--- config.mk ---
export PLATFORM = sky130hd
export DESIGN_NAME = adc_computation_control
export DESIGN_NICKNAME = d
export VERILOG_FILES = /design/src/hdl/adc_compute_pkg.sv /design/src/hdl/adc_computation_control.sv
export SDC_FILE = /design/constraint.sdc
export NUM_CORES = 1
export LEC_CHECK = 0
export ABC_AREA = 1
export BUFFER_PORTS_ARGS = -buffer_cell sky130_fd_sc_hd__clkbuf_2
export CORE_MARGIN = 2
export CORE_UTILIZATION = 45
export CTS_BUF_LIST = sky130_fd_sc_hd__clkbuf_4
export CTS_CLUSTER_SIZE = 20
export DETAILED_ROUTE_END_ITERATION = 16
export SLEW_MARGIN = 20
export SYNTH_ARGS = -nofsm -noshare
export SYNTH_HDL_FRONTEND = slang
export SYNTH_SLANG_ARGS = --single-unit
--- constraint.sdc ---
create_clock -name pclk -period 15.3 [get_ports pclk]
set_clock_uncertainty 0.1 [all_clocks]
set_input_delay 3.06 -clock pclk [delete_from_list [all_inputs] [get_ports pclk]]
set_output_delay 3.06 -clock pclk [all_outputs]
set_load 0.1 [all_outputs]
--- src/hdl/adc_compute_pkg.sv ---
// Constants, register map and field types of the ADC computation control block
package adc_compute_pkg;

  // ----------------------------------------------------------------
  // Register indices (byte address is four times the index)
  // ----------------------------------------------------------------
  localparam logic [11:0] IDX_COMPUTE_CONTROL   = 12'h3F5;
  localparam logic [11:0] IDX_THRESHOLD_CONTROL = 12'h3F6;
  localparam logic [11:0] IDX_COMPUTE_CONDITION = 12'h3F7;
  localparam logic [11:0] IDX_AUX_CONTROL       = 12'h3E0;
  localparam logic [11:0] IDX_SETPOINT          = 12'h3E1;
  localparam logic [11:0] IDX_UPPER_THRESHOLD   = 12'h3E2;
  localparam logic [11:0] IDX_LOWER_THRESHOLD   = 12'h3E3;
  localparam logic [11:0] IDX_REPEAT_TARGET     = 12'h3E4;
  localparam logic [11:0] IDX_ERROR_VALUE       = 12'h3E5;
  localparam logic [11:0] IDX_FILTER_VALUE      = 12'h3E6;
  localparam logic [11:0] IDX_PREVIOUS_VALUE    = 12'h3E7;
  localparam logic [11:0] IDX_ACCUMULATOR       = 12'h3E8;
  localparam logic [11:0] IDX_SAMPLE_COUNTER    = 12'h3E9;

  // ----------------------------------------------------------------
  // Field positions and reset values
  // ----------------------------------------------------------------
  localparam int          ACCUMULATOR_CLEAR_BIT     = 3;
  localparam int          OVF_BIT      = 7;
  localparam int          UPD_BIT      = 4;
  localparam int          DOUBLE_SAMPLE_ENABLE_BIT     = 0;
  localparam int          AUTO_RETRIGGER_ENABLE_BIT     = 1;
  localparam int          GO_BIT       = 2;
  localparam logic [7:0]  CTRL_RESET   = 8'h00;
  localparam logic [15:0] WORD_RESET   = 16'h0000;

  // Operating modes, error formulas, phase codes
  localparam logic [2:0] MODE_BASIC  = 3'h0;
  localparam logic [2:0] MODE_ACCUM  = 3'h1;
  localparam logic [2:0] MODE_AVG    = 3'h2;
  localparam logic [2:0] MODE_BURST  = 3'h3;
  localparam logic [2:0] MODE_LPF    = 3'h4;
  localparam logic [2:0] ERROR_FORMULA_SELECT_RES_PREV  = 3'h0;
  localparam logic [2:0] ERROR_FORMULA_SELECT_RES_STPT  = 3'h1;
  localparam logic [2:0] ERROR_FORMULA_SELECT_RES_FLT   = 3'h2;
  localparam logic [2:0] ERROR_FORMULA_SELECT_PREV_FLT  = 3'h4;
  localparam logic [2:0] ERROR_FORMULA_SELECT_FLT_STPT  = 3'h5;
  localparam logic [2:0] PHASE_IDLE     = 3'h0;
  localparam logic [2:0] PHASE_WAIT     = 3'h4;

  // Accumulator clear time
  localparam int         CLK_NS       = 10;
  localparam int         CLEAR_NS     = 30;
  localparam int         CLEAR_CYCLES = (CLEAR_NS + CLK_NS - 1) / CLK_NS;
  localparam logic [1:0] CLEAR_COUNT  = 2'(CLEAR_CYCLES);

  // ----------------------------------------------------------------
  // Types
  // ----------------------------------------------------------------
  typedef logic        [11:0] sample_t;
  typedef logic signed [15:0] word_t;
  typedef logic signed [17:0] acc_t;

  typedef struct packed {
    logic       previous_source_select;
    logic [2:0] result_shift;
    logic       accumulator_clear;
    logic [2:0] operating_mode_select;
  } compute_control_t;

  typedef struct packed {
    logic       spare;
    logic [2:0] error_formula_select;
    logic       halt_on_irq;
    logic [2:0] threshold_irq_select;
  } threshold_control_t;

  typedef enum logic {
    PAIR_FIRST  = 1'b0,
    PAIR_SECOND = 1'b1
  } pair_state_t;

endpackage

--- src/hdl/adc_computation_control.sv ---
// ADC computation control: APB registers, accumulate/filter, error and threshold test
// Notes on behaviour
// Double sampling pairs conversions; computation runs only after every second one.
// At conversion start previous value takes filter or result per source select.
// Low-pass filter time constant is two to the shift field, unity gain.
// Accumulate and average modes right-shift the accumulator by the shift field.
// Basic mode ignores the shift field.
// Software never programs a shift of zero.
// Software sets repeat target to two to the shift for a true average.
// Writing accumulator clear wipes accumulator, counter, overflow; reads one while busy.
// Hardware drops the clear bit when clearing completes.
// Mode field selects basic, accumulate, average, burst average, low-pass filter.
// Error formula field picks one of five differences; others reserved.
// Double sampling replaces result by result minus previous in two formulas.
// Continuous with halt set clears go on threshold hit, else retriggers.
// Continuous without halt: software must clear go itself.
// Halt bit is ignored without continuous operation.
// Threshold select: never, below, at-or-above, at-or-below, above, always.
// Code 011 tests strictly between thresholds, 100 outside them.
// Overflow flag set on accumulator, filter or error overflow; software clears.
// Read-only flags show error above upper and below lower threshold.
// Update flag set on computation; software clear ignored during phase 100.
// Phase code reports idle and first or second stage of the pair.
// Phase reads 100 between triggers with double sampling, no continuous mode.
// Error and thresholds compare as signed two's complement.
`timescale 1ns/1ns
module adc_computation_control (
  input  wire logic                     pclk,
  input  wire logic                     presetn,
  input  wire logic                     psel,
  input  wire logic                     penable,
  input  wire logic                     pwrite,
  input  wire logic [15:0]              paddr,
  input  wire logic [31:0]              pwdata,
  output logic      [31:0]              prdata,
  output logic                          pready,
  output logic                          pslverr,
  input  wire logic                     conv_start,
  input  wire logic                     conv_done,
  input  wire adc_compute_pkg::sample_t conv_data,
  input  wire logic [1:0]               core_stage,
  output logic                          conv_go,
  output logic                          conv_retrigger,
  output logic                          threshold_hit
);
  import adc_compute_pkg::*;

  // ----------------------------------------------------------------
  // State
  // ----------------------------------------------------------------
  compute_control_t   ctrl,     next_ctrl;
  threshold_control_t thr,      next_thr;
  logic               double_sample_enable,     next_double_sample_enable;
  logic               auto_retrigger_enable,     next_auto_retrigger_enable;
  logic               go,       next_go;
  word_t              setpoint, next_setpoint;
  word_t              upper,    next_upper;
  word_t              lower,    next_lower;
  logic [7:0]         target,   next_target;
  logic [31:0]        rd_q,     next_prdata;
  sample_t            result,   next_result;
  word_t              previous, next_previous;
  word_t              filter,   next_filter;
  word_t              error,    next_error;
  acc_t               acc,      next_acc;
  logic [7:0]         count,    next_count;
  pair_state_t        pair,     next_pair;
  logic [1:0]         clr_cnt,  next_clr_cnt;
  logic               ovf,      next_ovf;
  logic               above,    next_above;
  logic               below,    next_below;
  logic               upd,      next_upd;
  logic               retrig,   next_retrig;
  logic               hit,      next_hit;

  logic        access, addr_ok, wr, rd_setup;
  logic [11:0] idx;
  logic [31:0] rd_val;
  logic        clr_busy, clr_start, stop_go;
  logic [2:0]  phase;
  logic        compute_now, test_now, done, burst_more, hit_now, ovf_now;
  word_t       s, err_new, filt_new, res_term;
  acc_t        acc_new, shifted;
  logic [18:0] sum;
  logic [17:0] diff;
  logic [7:0]  cnt_new;

  // Value fits the 16-bit signed registers
  function automatic logic fits16(input logic [17:0] v);
    fits16 = (v[17:15] == 3'b000) || (v[17:15] == 3'b111);
  endfunction

  // ----------------------------------------------------------------
  // APB slave: no wait state; read data is registered in the setup phase so it leaves a flip-flop
  // ----------------------------------------------------------------
  assign access   = psel & penable;
  assign rd_setup = psel & ~penable;
  assign idx      = paddr[13:2];
  assign pready   = access;
  assign pslverr  = access & ~addr_ok;
  assign wr       = access & pwrite & addr_ok;
  assign prdata   = rd_q;
  assign clr_busy = clr_cnt != 2'h0;
  // Phase code; pair flag marks the second stage
  assign phase    = (core_stage != 2'h0) ? {pair == PAIR_SECOND, core_stage}
                  : (double_sample_enable && !auto_retrigger_enable && pair == PAIR_SECOND) ? PHASE_WAIT : PHASE_IDLE;

  // Address decode and read mux; narrow registers sit in the low bits
  always_comb begin
    addr_ok = (paddr[15:14] == 2'h0) && (paddr[1:0] == 2'h0);
    rd_val  = 32'h0000_0000;
    unique case (idx)
      IDX_COMPUTE_CONTROL: begin
        rd_val[7:0] = {ctrl.previous_source_select, ctrl.result_shift, clr_busy,
                       ctrl.operating_mode_select};
      end
      IDX_THRESHOLD_CONTROL: rd_val[7:0] = {1'b0, thr[6:0]};
      IDX_COMPUTE_CONDITION: rd_val[7:0] = {ovf, above, below, upd, 1'b0, phase};
      IDX_AUX_CONTROL:       rd_val[2:0] = {go, auto_retrigger_enable, double_sample_enable};
      IDX_SETPOINT:          rd_val[15:0] = setpoint;
      IDX_UPPER_THRESHOLD:   rd_val[15:0] = upper;
      IDX_LOWER_THRESHOLD:   rd_val[15:0] = lower;
      IDX_REPEAT_TARGET:     rd_val[7:0] = target;
      IDX_ERROR_VALUE:       rd_val[15:0] = error;
      IDX_FILTER_VALUE:      rd_val[15:0] = filter;
      IDX_PREVIOUS_VALUE:    rd_val[15:0] = previous;
      IDX_ACCUMULATOR:       rd_val[17:0] = acc;
      IDX_SAMPLE_COUNTER:    rd_val[7:0] = count;
      default:               addr_ok = 1'b0;
    endcase
    next_prdata = rd_setup ? rd_val : rd_q;
  end

  // ----------------------------------------------------------------
  // Software control registers
  // ----------------------------------------------------------------
  // Software write of go wins over the hardware stop in the same cycle
  always_comb begin
    next_ctrl     = ctrl;
    next_thr      = thr;
    next_double_sample_enable     = double_sample_enable;
    next_auto_retrigger_enable     = auto_retrigger_enable;
    next_go       = stop_go ? 1'b0 : go;
    next_setpoint = setpoint;
    next_upper    = upper;
    next_lower    = lower;
    next_target   = target;
    clr_start     = 1'b0;
    if (wr) begin
      unique case (idx)
        IDX_COMPUTE_CONTROL: begin
          next_ctrl = pwdata[7:0];
          next_ctrl.accumulator_clear = 1'b0;
          clr_start = pwdata[ACCUMULATOR_CLEAR_BIT] & ~clr_busy;
        end
        IDX_THRESHOLD_CONTROL: next_thr = {1'b0, pwdata[6:0]};
        IDX_AUX_CONTROL: begin
          next_double_sample_enable = pwdata[DOUBLE_SAMPLE_ENABLE_BIT];
          next_auto_retrigger_enable = pwdata[AUTO_RETRIGGER_ENABLE_BIT];
          next_go   = pwdata[GO_BIT];
        end
        IDX_SETPOINT:        next_setpoint = pwdata[15:0];
        IDX_UPPER_THRESHOLD: next_upper    = pwdata[15:0];
        IDX_LOWER_THRESHOLD: next_lower    = pwdata[15:0];
        IDX_REPEAT_TARGET:   next_target   = pwdata[7:0];
        default: ;
      endcase
    end
  end

  always_ff @(posedge pclk or negedge presetn) begin
    if (!presetn) begin
      ctrl     <= CTRL_RESET;
      thr      <= CTRL_RESET;
      double_sample_enable     <= 1'b0;
      auto_retrigger_enable     <= 1'b0;
      go       <= 1'b0;
      setpoint <= WORD_RESET;
      upper    <= WORD_RESET;
      lower    <= WORD_RESET;
      target   <= 8'h00;
      rd_q     <= 32'h0000_0000;
    end else begin
      ctrl     <= next_ctrl;
      thr      <= next_thr;
      double_sample_enable     <= next_double_sample_enable;
      auto_retrigger_enable     <= next_auto_retrigger_enable;
      go       <= next_go;
      setpoint <= next_setpoint;
      upper    <= next_upper;
      lower    <= next_lower;
      target   <= next_target;
      rd_q     <= next_prdata;
    end
  end

  // ----------------------------------------------------------------
  // Computation datapath
  // ----------------------------------------------------------------
  // Sample is the new result, or its difference to previous when paired
  always_comb begin
    s        = double_sample_enable ? word_t'({4'h0, conv_data}) - previous : word_t'({4'h0, conv_data});
    compute_now = conv_done && (!double_sample_enable || pair == PAIR_SECOND);
    // Average modes restart once the previous batch reached the target
    cnt_new  = (count == 8'hFF) ? count : count + 8'h01;
    sum      = {acc[17], acc} + {{3{s[15]}}, s};
    shifted  = acc >>> ctrl.result_shift;
    unique case (ctrl.operating_mode_select)
      MODE_AVG, MODE_BURST: begin
        if (count >= target) begin
          sum     = {{3{s[15]}}, s};
          cnt_new = 8'h01;
        end
      end
      MODE_LPF: begin
        sum = {acc[17], acc} - {shifted[17], shifted} + {{3{s[15]}}, s};
      end
      default: ;
    endcase
    acc_new  = sum[17:0];
    // Shift divides by a power of two; basic mode never reaches it
    filt_new = word_t'(acc_new >>> ctrl.result_shift);
    ovf_now  = (sum[18] != sum[17]) || !fits16(acc_new >>> ctrl.result_shift);
    done     = 1'b1;
    unique case (ctrl.operating_mode_select)
      MODE_ACCUM, MODE_LPF: ;
      MODE_AVG, MODE_BURST: begin
        done     = cnt_new >= target;
        filt_new = done ? filt_new : filter;
      end
      default: begin
        acc_new  = acc;
        cnt_new  = count;
        filt_new = filter;
        ovf_now  = 1'b0;
      end
    endcase
    burst_more = compute_now && ctrl.operating_mode_select == MODE_BURST && !done;
    test_now   = compute_now && done;
    // Error formula; paired mode swaps result for the pair difference
    res_term = double_sample_enable ? s : word_t'({4'h0, conv_data});
    unique case (thr.error_formula_select)
      ERROR_FORMULA_SELECT_RES_PREV: diff = {{2{res_term[15]}}, res_term} - (double_sample_enable ? 18'h00000 :
                              {{2{previous[15]}}, previous});
      ERROR_FORMULA_SELECT_RES_STPT: diff = {{2{res_term[15]}}, res_term} - {{2{setpoint[15]}}, setpoint};
      ERROR_FORMULA_SELECT_RES_FLT:  diff = {{2{res_term[15]}}, res_term} - {{2{filt_new[15]}}, filt_new};
      ERROR_FORMULA_SELECT_PREV_FLT: diff = {{2{previous[15]}}, previous} - {{2{filt_new[15]}}, filt_new};
      ERROR_FORMULA_SELECT_FLT_STPT: diff = {{2{filt_new[15]}}, filt_new} - {{2{setpoint[15]}}, setpoint};
      default:       diff = {{2{error[15]}}, error};
    endcase
    err_new = word_t'(diff);
    ovf_now = ovf_now || (test_now && !fits16(diff));
    // Signed threshold tests
    unique case (thr.threshold_irq_select)
      3'h0: hit_now = 1'b0;
      3'h1: hit_now = err_new < lower;
      3'h2: hit_now = err_new >= lower;
      3'h3: hit_now = err_new > lower && err_new < upper;
      3'h4: hit_now = err_new < lower || err_new > upper;
      3'h5: hit_now = err_new <= upper;
      3'h6: hit_now = err_new > upper;
      3'h7: hit_now = 1'b1;
    endcase
    // Halt only counts in continuous mode; single shots stop unless a burst average batch is still running
    stop_go = conv_done && ((auto_retrigger_enable && thr.halt_on_irq && test_now && hit_now)
                            || (!auto_retrigger_enable && !burst_more));
  end

  // Sequencing, flags and registered strobes
  always_comb begin
    next_result   = result;
    next_previous = previous;
    next_filter   = filter;
    next_error    = error;
    next_acc      = acc;
    next_count    = count;
    next_pair     = pair;
    next_above    = above;
    next_below    = below;
    next_hit      = 1'b0;
    next_retrig   = 1'b0;
    next_clr_cnt  = clr_start ? CLEAR_COUNT : (clr_busy ? clr_cnt - 2'h1 : clr_cnt);
    next_ovf      = ovf;
    next_upd      = upd;
    if (conv_start) begin
      next_previous = ctrl.previous_source_select ? filter : word_t'({4'h0, result});
    end
    if (conv_done) begin
      next_result = conv_data;
      next_pair   = (double_sample_enable && pair == PAIR_FIRST) ? PAIR_SECOND : PAIR_FIRST;
      next_retrig = go && !stop_go && (auto_retrigger_enable || burst_more);
    end
    if (compute_now) begin
      next_acc    = acc_new;
      next_count  = cnt_new;
      next_filter = filt_new;
    end
    if (test_now) begin
      next_error = err_new;
      next_above = err_new > upper;
      next_below = err_new < lower;
      next_hit   = hit_now;
    end
    // Software clears by writing zero; set from hardware wins
    if (wr && idx == IDX_COMPUTE_CONDITION) begin
      if (!pwdata[OVF_BIT]) begin
        next_ovf = 1'b0;
      end
      if (!pwdata[UPD_BIT] && phase != PHASE_WAIT) begin
        next_upd = 1'b0;
      end
    end
    if (clr_cnt == 2'h1) begin
      next_acc   = '0;
      next_count = 8'h00;
      next_ovf   = 1'b0;
    end
    if (compute_now) begin
      next_ovf = ovf_now ? 1'b1 : next_ovf;
      next_upd = 1'b1;
    end
  end

  always_ff @(posedge pclk or negedge presetn) begin
    if (!presetn) begin
      result   <= 12'h000;
      previous <= WORD_RESET;
      filter   <= WORD_RESET;
      error    <= WORD_RESET;
      acc      <= 18'h00000;
      count    <= 8'h00;
      pair     <= PAIR_FIRST;
      clr_cnt  <= 2'h0;
      ovf      <= 1'b0;
      above    <= 1'b0;
      below    <= 1'b0;
      upd      <= 1'b0;
      retrig   <= 1'b0;
      hit      <= 1'b0;
    end else begin
      result   <= next_result;
      previous <= next_previous;
      filter   <= next_filter;
      error    <= next_error;
      acc      <= next_acc;
      count    <= next_count;
      pair     <= next_pair;
      clr_cnt  <= next_clr_cnt;
      ovf      <= next_ovf;
      above    <= next_above;
      below    <= next_below;
      upd      <= next_upd;
      retrig   <= next_retrig;
      hit      <= next_hit;
    end
  end

  assign conv_go        = go;
  assign conv_retrigger = retrig;
  assign threshold_hit  = hit;
endmodule

After elaboration in Yosys (flattened, before gate mapping)
Index checks and enable logic that the tools add are counted.
- $add $sub $neg: 11
- order comparisons: 8
- equal/unequal tests: 34
- shift-type cells: 2
- multiplexer cells: 46
- bitwise operators: 10
- reductions and logical operators: 61
- operators by type and width (kind ; count):
    $eq 12x10->1 const B ; 13
    $pmux 18 s5 ; 1
    $mux 18 ; 4
    $sub 16x16->17 ; 4
    $mux 16 ; 4
    $pmux 5 s12 ; 1
    $pmux 8 s7 ; 1
    $mux 8 ; 6
    $pmux 3 s13 ; 1
    $pmux 19 s2 ; 1
    $sshr 18x3->18 ; 2
    $gt 16x16->1 ; 2
    $lt 16x16->1 ; 2
    $pmux 16 s2 ; 1
    $eq 3x3->1 const B ; 9
    $add 18x16->19 ; 1
    $add 19x19->19 ; 1
    $logic_and 1x1->1 ; 19
    $mux 1 ; 19
    $mux 19 ; 1
    $sub 18x18->19 ; 1
    $reduce_and 2->1 ; 9
    $sub 18x18->18 ; 1
    $ge 16x16->1 ; 1
    24 further kinds ; 67
- register bits after elaboration: 186
- input port bits: 69
- output and inout port bits: 37
- logic and storage cells: 200

Longest topological paths before layout
Gate-level depths: netlist (run 1).
- depth in word-level cells: 20
- depth in mapped cells: 63
- mapped depth without buffers: 63

Least setup slack after synthesis (run 1)
No wires, ideal clock.
- kind: input to register
- from: input conv_data[0]
- to: register go, in the netlist conv_go
- data arrival time: 10.098 ns
- required time: 15.075 ns
- path slack: 4.977 ns
- cell stages on the path: 53
- buffers on the path: 0
- cells stage by stage: inv_1 -> ha_1 -> inv_1 -> fa_1 -> nand2_1 -> nand3_1 -> xnor2_1 -> o21ai_0 -> fa_1 -> ha_1 -> nand2_1 -> nor2_1 -> nor2_1 -> nand2_1 -> or2_2 -> nand3_1 -> nand3_1 -> inv_1 -> (+17 left out) -> or2_2 -> nand2_1 -> nand3_1 -> nor2_1 -> a21boi_0 -> ha_1 -> a21oi_1 -> nor2_1 -> nor4_1 -> nand2_1 -> xor2_1 -> inv_1 -> nand2_1 -> nand3_1 -> nand3_1 -> nand2_1 -> nand2_1 -> a21oi_1
- word-level cells in the longest chain between the ends: 19
- elaborated cells on any way between the ends: 31
- RTL lines (item ; RTL line ; RTL):
    start: declaration ; adc_computation_control.sv:40 ; input wire adc_compute_pkg::sample_t conv_data,
    $sub 13x16->16 ; adc_computation_control.sv:202 ; s = double_sample_enable ? word_t'({4'h0, conv_data}) - previous : word_t'({4'h0, conv_data});
    $mux 16 (*) ; adc_computation_control.sv:202 ;
    $add 18x16->19 ; adc_computation_control.sv:206 ; sum = {acc[17], acc} + {{3{s[15]}}, s};
    $mux 19 ; adc_computation_control.sv:210 ; if (count >= target) begin
    $pmux 19 s2 (*) ; adc_computation_control.sv:208 ; unique case (ctrl.operating_mode_select)
    $sshr 18x3->18 (*) ; n/a ;
    $mux 16 ; adc_computation_control.sv:229 ; filt_new = done ? filt_new : filter;
    $pmux 16 s2 (*) ; adc_computation_control.sv:225 ; unique case (ctrl.operating_mode_select)
    named net filt_new[1] ; adc_computation_control.sv:82 ; word_t s, err_new, filt_new, res_term;
    (+2 left out) ; n/a ;
    named net diff[13] ; adc_computation_control.sv:85 ; logic [17:0] diff;
    (+2 left out) ; n/a ;
    $pmux 1 s8 (*) ; adc_computation_control.sv:254 ; unique case (thr.threshold_irq_select)
    $logic_and 1x1->1 (*) ; adc_computation_control.sv:265 ; stop_go = conv_done && ((auto_retrigger_enable && thr.halt_on_irq && test_now && hit_now)
    $logic_or 1x1->1 (*) ; adc_computation_control.sv:266 ; || (!auto_retrigger_enable && !burst_more));
    $logic_and 1x1->1 (*) ; adc_computation_control.sv:265 ;
    $mux 1 (*) ; adc_computation_control.sv:143 ; next_go = stop_go ? 1'b0 : go;
    $mux 1 ; adc_computation_control.sv:150 ; unique case (idx)
    $mux 1 (*) ; adc_computation_control.sv:149 ; if (wr) begin
    named net next_go ; adc_computation_control.sv:55 ; logic go, next_go;
    end signal: assignment ; adc_computation_control.sv:188 ; go <= next_go;
    end: declaration ; adc_computation_control.sv:55 ;
The timed path passes the listed nets; every way through them passes the cells marked *.
A chain may end at the register's enable or synchronous reset.

Final worst setup path (run 1)
- from: input conv_data[0]
- to: register retrig, in the netlist conv_retrigger
- word-level cells in the longest chain between the ends: 20
- elaborated cells on any way between the ends: 32
- RTL lines (item ; RTL line ; RTL):
    $sub 13x16->16 ; adc_computation_control.sv:202 ;
    $mux 16 (*) ; adc_computation_control.sv:202 ;
    $add 18x16->19 ; adc_computation_control.sv:206 ;
    $mux 19 ; adc_computation_control.sv:210 ;
    $pmux 19 s2 (*) ; adc_computation_control.sv:208 ;
    $sshr 18x3->18 (*) ; n/a ;
    $mux 16 ; adc_computation_control.sv:229 ;
    $pmux 16 s2 (*) ; adc_computation_control.sv:225 ;
    named net filt_new[1] ; adc_computation_control.sv:82 ;
    (+2 left out) ; n/a ;
    named net diff[14] ; adc_computation_control.sv:85 ;
    (+2 left out) ; n/a ;
    $pmux 1 s8 (*) ; adc_computation_control.sv:254 ;
    $logic_and 1x1->1 (*) ; adc_computation_control.sv:265 ;
    $logic_or 1x1->1 (*) ; adc_computation_control.sv:266 ;
    $logic_and 1x1->1 (*) ; adc_computation_control.sv:265 ;
    $logic_not 1->1 (*) ; adc_computation_control.sv:291 ; next_retrig = go && !stop_go && (auto_retrigger_enable || burst_more);
    $logic_and 1x1->1 (*) (2 in a row) ; adc_computation_control.sv:291 ;
    $mux 1 (*) ; adc_computation_control.sv:288 ; if (conv_done) begin
    named net next_retrig ; adc_computation_control.sv:73 ; logic retrig, next_retrig;
    end signal: assignment ; adc_computation_control.sv:353 ; retrig <= next_retrig;
    end: declaration ; adc_computation_control.sv:73 ;
Marked as above.

==> reports/summary.txt, run 1 <==
status: completed
most frequent cells in the layout: 825 x nand2_1, 425 x inv_1, 272 x nand3_1, 203 x o21ai_0, 190 x a21oi_1
max incr delay on CP: 0.69 ns
Synth Flop Type: dfrtp_1
NetSw: 0.00100 W
share of power burned in registers: 0.283
static leakage: 10.4 nW
routed vias/inst: 5.80
Synth area leader: dfrtp_1
internal power: 0.000953 W
Syn Area/Cell: 6.47 um^2
Comb pwr share: 0.575
Layout area overhead: 5.85%
most common cell after layout, fill and taps aside: nand2_1
Crit-path slowest cell: o21ai_0
Buf/Inv on CP: 8
CTS Sinks: 186
io pins: 106
CP delay by family, top: simple AND/OR/NAND/NOR gates
Synth Area in Adders: 0.137
drt pass-1 iters: 8
# DRC: 0
Die Y: 213 um
largest net degree at the start of global routing: 70
post-cts hold buffer count: 0
kind of critical path: in2reg
Finish-stage setup viols: 0
Setup Fix Bufs, Post-CTS: 0
global route overflow: 0
synthesized instance count: 3,034
worst relative slew slack: 0.244
Final min period: 13.05 ns
FMAX: 76.6 MHz
Sw Ratio: 0.513
Initial Utilization: 0.456
Final Max Tran Viols: 0
H-tree Lvls: 4
FILL cells: 4,628
post-synth cell types: 67
critical path data required time: 15.80 ns
vias in the first global route: 19,600
Yosys reg bits: 186
Async S/R FF share, synth: 1.00
CP endpoint kind: flop
post-CTS sizing: 0
RSZ-0062 raised after global routing: false
drt initial violations: 2,551
CTS Buf Count: 17
CP most frequent cell: nand2_1
startpoint types: input pin
Clock Latency Late Sink: 0.69 ns
Max Cap Viol: 0
Total GRT Usage: 0.353
Root Driver: clkbuf_4
post-route antenna net violation count: 0
peak fanout along the critical path: 5
Synth Area in Compound Gates: 0.200
area of the die: 45,300 um^2
Worst-path clk slew: 0.17 ns
global-route wire length before repair: 119,000 um
Final Util: 0.482
Post-Syn Area: 19,600 um^2
clock share of power: 0.142
Worst-Margin Slew: 1.12 ns
PortBufs: 75
Final Hold Fails: 0
DP HPWL: 63,900 um
Die W: 213 um
YS warnings: 0
Synth top area share: 0.237
post-route setup slack: 2.25 ns
total number of vias: 21,300
Core Area: 43,100 um^2
# nets final: 3,338
multiplexer area fraction after synthesis: 0.00153
Post-Place Setup Slack: 1.93 ns
Synth Area in XOR/XNOR: 0.0125
PD cells: 94.2 nW/um^2
register area share after synthesis: 0.237
Synth Area in Simple Gates: 0.302
RePlAce Congestion: 0.998
Max Buffers Root-to-Sink: 2
layout cells sized above 1: 0.0672
Critical Path AT: 13.55 ns
Peak VDD IR: 0.0000768 V
Total Wirelength: 78,600 um
initial antenna violation count: 2
final worst-path cycle share: 0.853
Core Rows: 76
CTS tree: done
min-delay worst type: reg2reg
synth top area cells: dfrtp_1 24%, nand2_1 16%, ha_1 11%
largest family of logic cells by synthesized area: simple AND/OR/NAND/NOR gates
number of synthesized flops with an enable pin: 0
TNS Setup: 0 ns
WL per Instance: 21.4 um
## area by class of cell
type / count / area (um^2) / area share
multi-input combinational: 2317 / 12900 / 0.620
tap: 585 / 732 / 0.0352
clock buffer: 17 / 128 / 0.00614
timing repair buffer: 96 / 542 / 0.0261
clock inverter: 15 / 135 / 0.00651
antenna: 2 / 5.00 / 0.000241
inverter: 451 / 1700 / 0.0817
sequential: 186 / 4650 / 0.224
## worst paths after layout
check / end / from / cells past startpoint / slack, ns
setup / recovery: conv_retrigger / conv_data[0] / 54 / 2.25
max in group asynchronous: acc[12] / presetn / 3 / 10.78
hold / removal: result[8] / result[8] / 2 / 0.40
min in group asynchronous: setpoint[13] / presetn / 1 / 2.21
setup reg to reg: conv_retrigger / previous[0] / 52 / 4.46
hold reg to reg: result[8] / result[8] / 2 / 0.40
## power groups by stage
stage	sequential, W	combinational (W)	clock (W)
2_1_floorplan	0.000547	0.000770	0
3_3_place_gp	0.000561	0.00108	0
3_5_place_dp	0.000562	0.00109	0
4_1_cts	0.000553	0.00110	0.000283
5_1_grt	0.000556	0.00126	0.000302
6_report	0.000553	0.00112	0.000279
## flip-flops by register name, indices dropped and copies added (netlist names), 12 cells and up
register  cells
result       12
previous     16
error        16
setpoint     16
filter       16
lower        16
upper        16
prdata       18
acc          18
## worst register-to-register path, delay by kind of cell (launching register included)
family | cells | cell delay [ns]
compound gates | 7 | 2.67
xor+xnor | 2 | 0.42
fa+ha+maj | 6 | 2.42
buf+inv | 6 | 1.07
flops | 1 | 0.45
simple gates | 31 | 3.63
## stage by stage
| stage | power, W | hold WS [ns] | instance area [um^2] | std cells |
|---|---|---|---|---|
| 2_1_floorplan | 0.00132 | 0.343 | 19700 | 3047 |
| 3_3_place_gp | 0.00164 | 0.358 | 20500 | 3635 |
| 3_5_place_dp | 0.00165 | 0.364 | 20500 | 3635 |
| 4_1_cts | 0.00193 | 0.400 | 20800 | 3667 |
| 5_1_grt | 0.00212 | 0.407 | 20800 | 3668 |
| 6_report | 0.00196 | 0.399 | 20800 | 3669 |
## synthesized netlist by cell type, types with 4 or more instances
cell	count
ha_1	176
a21boi_0	9
nand3_1	272
or2_2	17
clkbuf_1	50
dfrtp_1	186
nand3b_1	8
nor2_1	180
o211ai_1	22
o31ai_1	7
nor3_1	22
o21ai_1	76
buf_2	14
o21a_1	9
o21ai_2	17
o21ai_0	203
buf_4	16
xnor2_1	11
o22ai_1	72
a2111oi_0	9
buf_1	10
a21oi_1	190
and2_1	5
inv_1	426
nand4_1	32
nand2_2	6
inv_2	20
xor2_1	17
fa_1	24
nand2_1	825
a221oi_1	22
nor4_1	4
o21bai_1	13
a21o_1	10
clkinv_1	4
## cells by family after synthesis
logic type / after synthesis
AND/OR/NAND/NOR: 1393
AO/OA/AOI/OAI: 679
buffers and inverters: 544
adder cells (fa/ha/maj): 200
flip-flops: 186
XOR/XNOR: 28
multiplexers: 3
other: 1
## per-layer routing
metal	vias up	wire, um	global-route usage
met2	968	32800	0.521
met3	127	7390	0.0603
met4	2	2330	0.108
met5	-	13	0
li1	10200	-	-
met1	10000	36100	0.521
Power figures use the tool's default switching activity.
==> inputs of run 2 (changes only) <==
==> constraint.sdc (replaced) <==
create_clock -name pclk -period 10.5 [get_ports pclk]
set_clock_uncertainty 0.1 [all_clocks]
set_input_delay 2.1 -clock pclk [delete_from_list [all_inputs] [get_ports pclk]]
set_output_delay 2.1 -clock pclk [all_outputs]
set_load 0.1 [all_outputs]
==> reports/summary.txt, run 2 (synthesis results as in run 1) <==
Max Buffers Root-to-Sink: 2 (unchanged)
Total Wirelength: 81,500 um (was 78,600 um)
CP most frequent cell: nand2_1 (unchanged)
NetSw: 0.00162 W (was 0.00100 W)
routed vias/inst: 5.67 (was 5.80)
static leakage: 12.1 nW (was 10.4 nW)
non-filler cells, final: 4,000 (was 3,669)
most frequent cells in the layout: 817 x nand2_1, 424 x inv_1, 347 x buf_4, 257 x nand3_1, 199 x o21ai_0 (was 825 x nand2_1, 425 x inv_1, 272 x nand3_1, 203 x o21ai_0, 190 x a21oi_1)
Die W: 213 um (unchanged)
Sw Ratio: 0.471 (was 0.513)
clock share of power: 0.139 (was 0.142)
drt pass-1 iters: 6 (was 8)
PortBufs: 75 (unchanged)
Reg area: 4650 um^2 (unchanged)
area of the die: 45,300 um^2 (unchanged)
Final min period: 10.12 ns
H-tree Lvls: 4 (unchanged)
CP endpoint kind: flop (unchanged)
Die Y: 213 um (unchanged)
worst relative slew slack: 0.293 (was 0.244)
min-delay worst type: reg2reg (unchanged)
post-cts hold buffer count: 0 (unchanged)
WL per Instance: 20.4 um (was 21.4 um)
Layout area overhead: 21.0% (was 5.85%)
critical path data required time: 11.00 ns (was 15.80 ns)
layout cells sized above 1: 0.176 (was 0.0672)
FMAX: 98.9 MHz
peak fanout along the critical path: 4 (was 5)
DP HPWL: 66,700 um (was 63,900 um)
global-route wire length before repair: 123,000 um (was 119,000 um)
post-route antenna net violation count: 0 (unchanged)
Critical Path AT: 10.62 ns (was 13.55 ns)
Initial Utilization: 0.456 (unchanged)
Final Max Tran Viols: 0 (unchanged)
initial antenna violation count: 2 (unchanged)
share of power burned in registers: 0.235 (was 0.283)
hold slack: 0.405 ns (was 0.399 ns)
internal power: 0.00181 W (was 0.000953 W)
Final Hold Fails: 0 (unchanged)
Post-Place Cell Area: 23,000 um^2 (was 20,500 um^2)
Post-Layout Inst Area: 23,800 um^2 (was 20,800 um^2)
Core Rows: 76 (unchanged)
CTS Sinks: 186 (unchanged)
Finish-stage setup viols: 0 (unchanged)
Max Cap Viol: 0 (unchanged)
Total GRT Usage: 0.362 (was 0.353)
Power, Total: 0.00343 W (was 0.00196 W)
CTS tree: done (unchanged)
max incr delay on CP: 0.59 ns (was 0.69 ns)
CTS Buf Count: 17 (unchanged)
largest net degree at the start of global routing: 120 (was 70)
Peak VDD IR: 0.0000788 V (was 0.0000768 V)
drt initial violations: 2,563 (was 2,551)
status: completed (unchanged)
vias in the first global route: 20,900 (was 19,600)
Root Driver: clkbuf_4 (unchanged)
# nets final: 3,669 (was 3,338)
RSZ-0062 raised after global routing: false (unchanged)
TNS Setup: 0 ns (unchanged)
most common cell after layout, fill and taps aside: nand2_1 (unchanged)
Core Area: 43,100 um^2 (unchanged)
# DRC: 0 (unchanged)
Multi-input gate area: 13,200 um^2 (was 12,900 um^2)
global route overflow: 0 (unchanged)
Comb pwr share: 0.627 (was 0.575)
total number of vias: 22,700 (was 21,300)
Clock Latency Late Sink: 0.68 ns (was 0.69 ns)
Worst-Margin Slew: 1.06 ns (was 1.12 ns)
final worst-path cycle share: 0.963
Worst-path clk slew: 0.19 ns (was 0.17 ns)
RePlAce Congestion: 1.02 (was 0.998)
FILL cells: 4,350 (was 4,628)
io pins: 106 (unchanged)
PD cells: 144 nW/um^2 (was 94.2 nW/um^2)
Crit-path slowest cell: fa_1 (was o21ai_0)
placed cells: 3,963 (was 3,635)
startpoint types: input pin (unchanged)
kind of critical path: in2reg (unchanged)
-- run 2: cell count changes in the layout (fill, tap and decap cells not counted), sizes merged --
cell	before	now
bufinv	0	2
buf	21	353
clkbuf	92	91
clkinv	12	11
inv	453	452
-- run 2: worst paths after layout --
kind	start	end	slack [ns]	cells past startpoint
worst min register to register	result[9]	result[9]	0.40	2
min in group asynchronous	presetn	upper[13]	1.44	1
max in group asynchronous	presetn	acc[10]	7.29	2
worst max-delay path	conv_data[0]	conv_retrigger	0.38	55
worst max register to register	previous[2]	conv_retrigger	1.23	57
worst min-delay path	result[9]	result[9]	0.40	2
-- run 2: power by group through the flow --
stage / Clock, W / Sequential (W) / Combinational [W]
after floorplan: 0 / 0.000797 / 0.00112
after global placement: 0 / 0.000816 / 0.00196
after detailed placement: 0 / 0.000817 / 0.00199
after CTS: 0.000479 / 0.000804 / 0.00201
after global routing: 0.000505 / 0.000810 / 0.00235
final: 0.000476 / 0.000806 / 0.00215
-- run 2: metrics by stage --
step | utilization | setup slack (ns)
2_1_floorplan | - | 1.14
3_3_place_gp | 0.535 | -0.439
3_5_place_dp | 0.535 | -0.533
4_1_cts | 0.543 | 0.159
5_1_grt | 0.551 | 0.00299
6_report | 0.551 | 0.384
-- run 2: cell type report --
type / count / share of cell area
Sequential cell: 186 / 0.196
Multi-Input combinational cell: 2317 / 0.557
Clock buffer: 17 / 0.00537
Timing Repair Buffer: 427 / 0.130
Inverter: 451 / 0.0715
Antenna cell: 2 / 0.000211
Tap cell: 585 / 0.0308
Clock inverter: 15 / 0.00927
-- run 2: critical path, delay by kind of cell --
family / cells / cell delay, ns
AND/OR/NAND/NOR: 30 / 3.25
adder cells (fa/ha/maj): 6 / 2.12
AO/OA/AOI/OAI: 8 / 1.64
buffers and inverters: 11 / 1.49
-- run 2: what timing repair did --
action,CTS,global route
setup endpoints to repair,0,5
resized for setup,0,74
setup buffers,0,3
-- run 2: per-layer routing --
layer,vias up,global-route usage,share of wire
met5,-,0,0.00015
met1,10700,0.517,0.45
met4,2,0.122,0.034
met2,1017,0.545,0.42
li1,10800,-,-
met3,144,0.0725,0.094
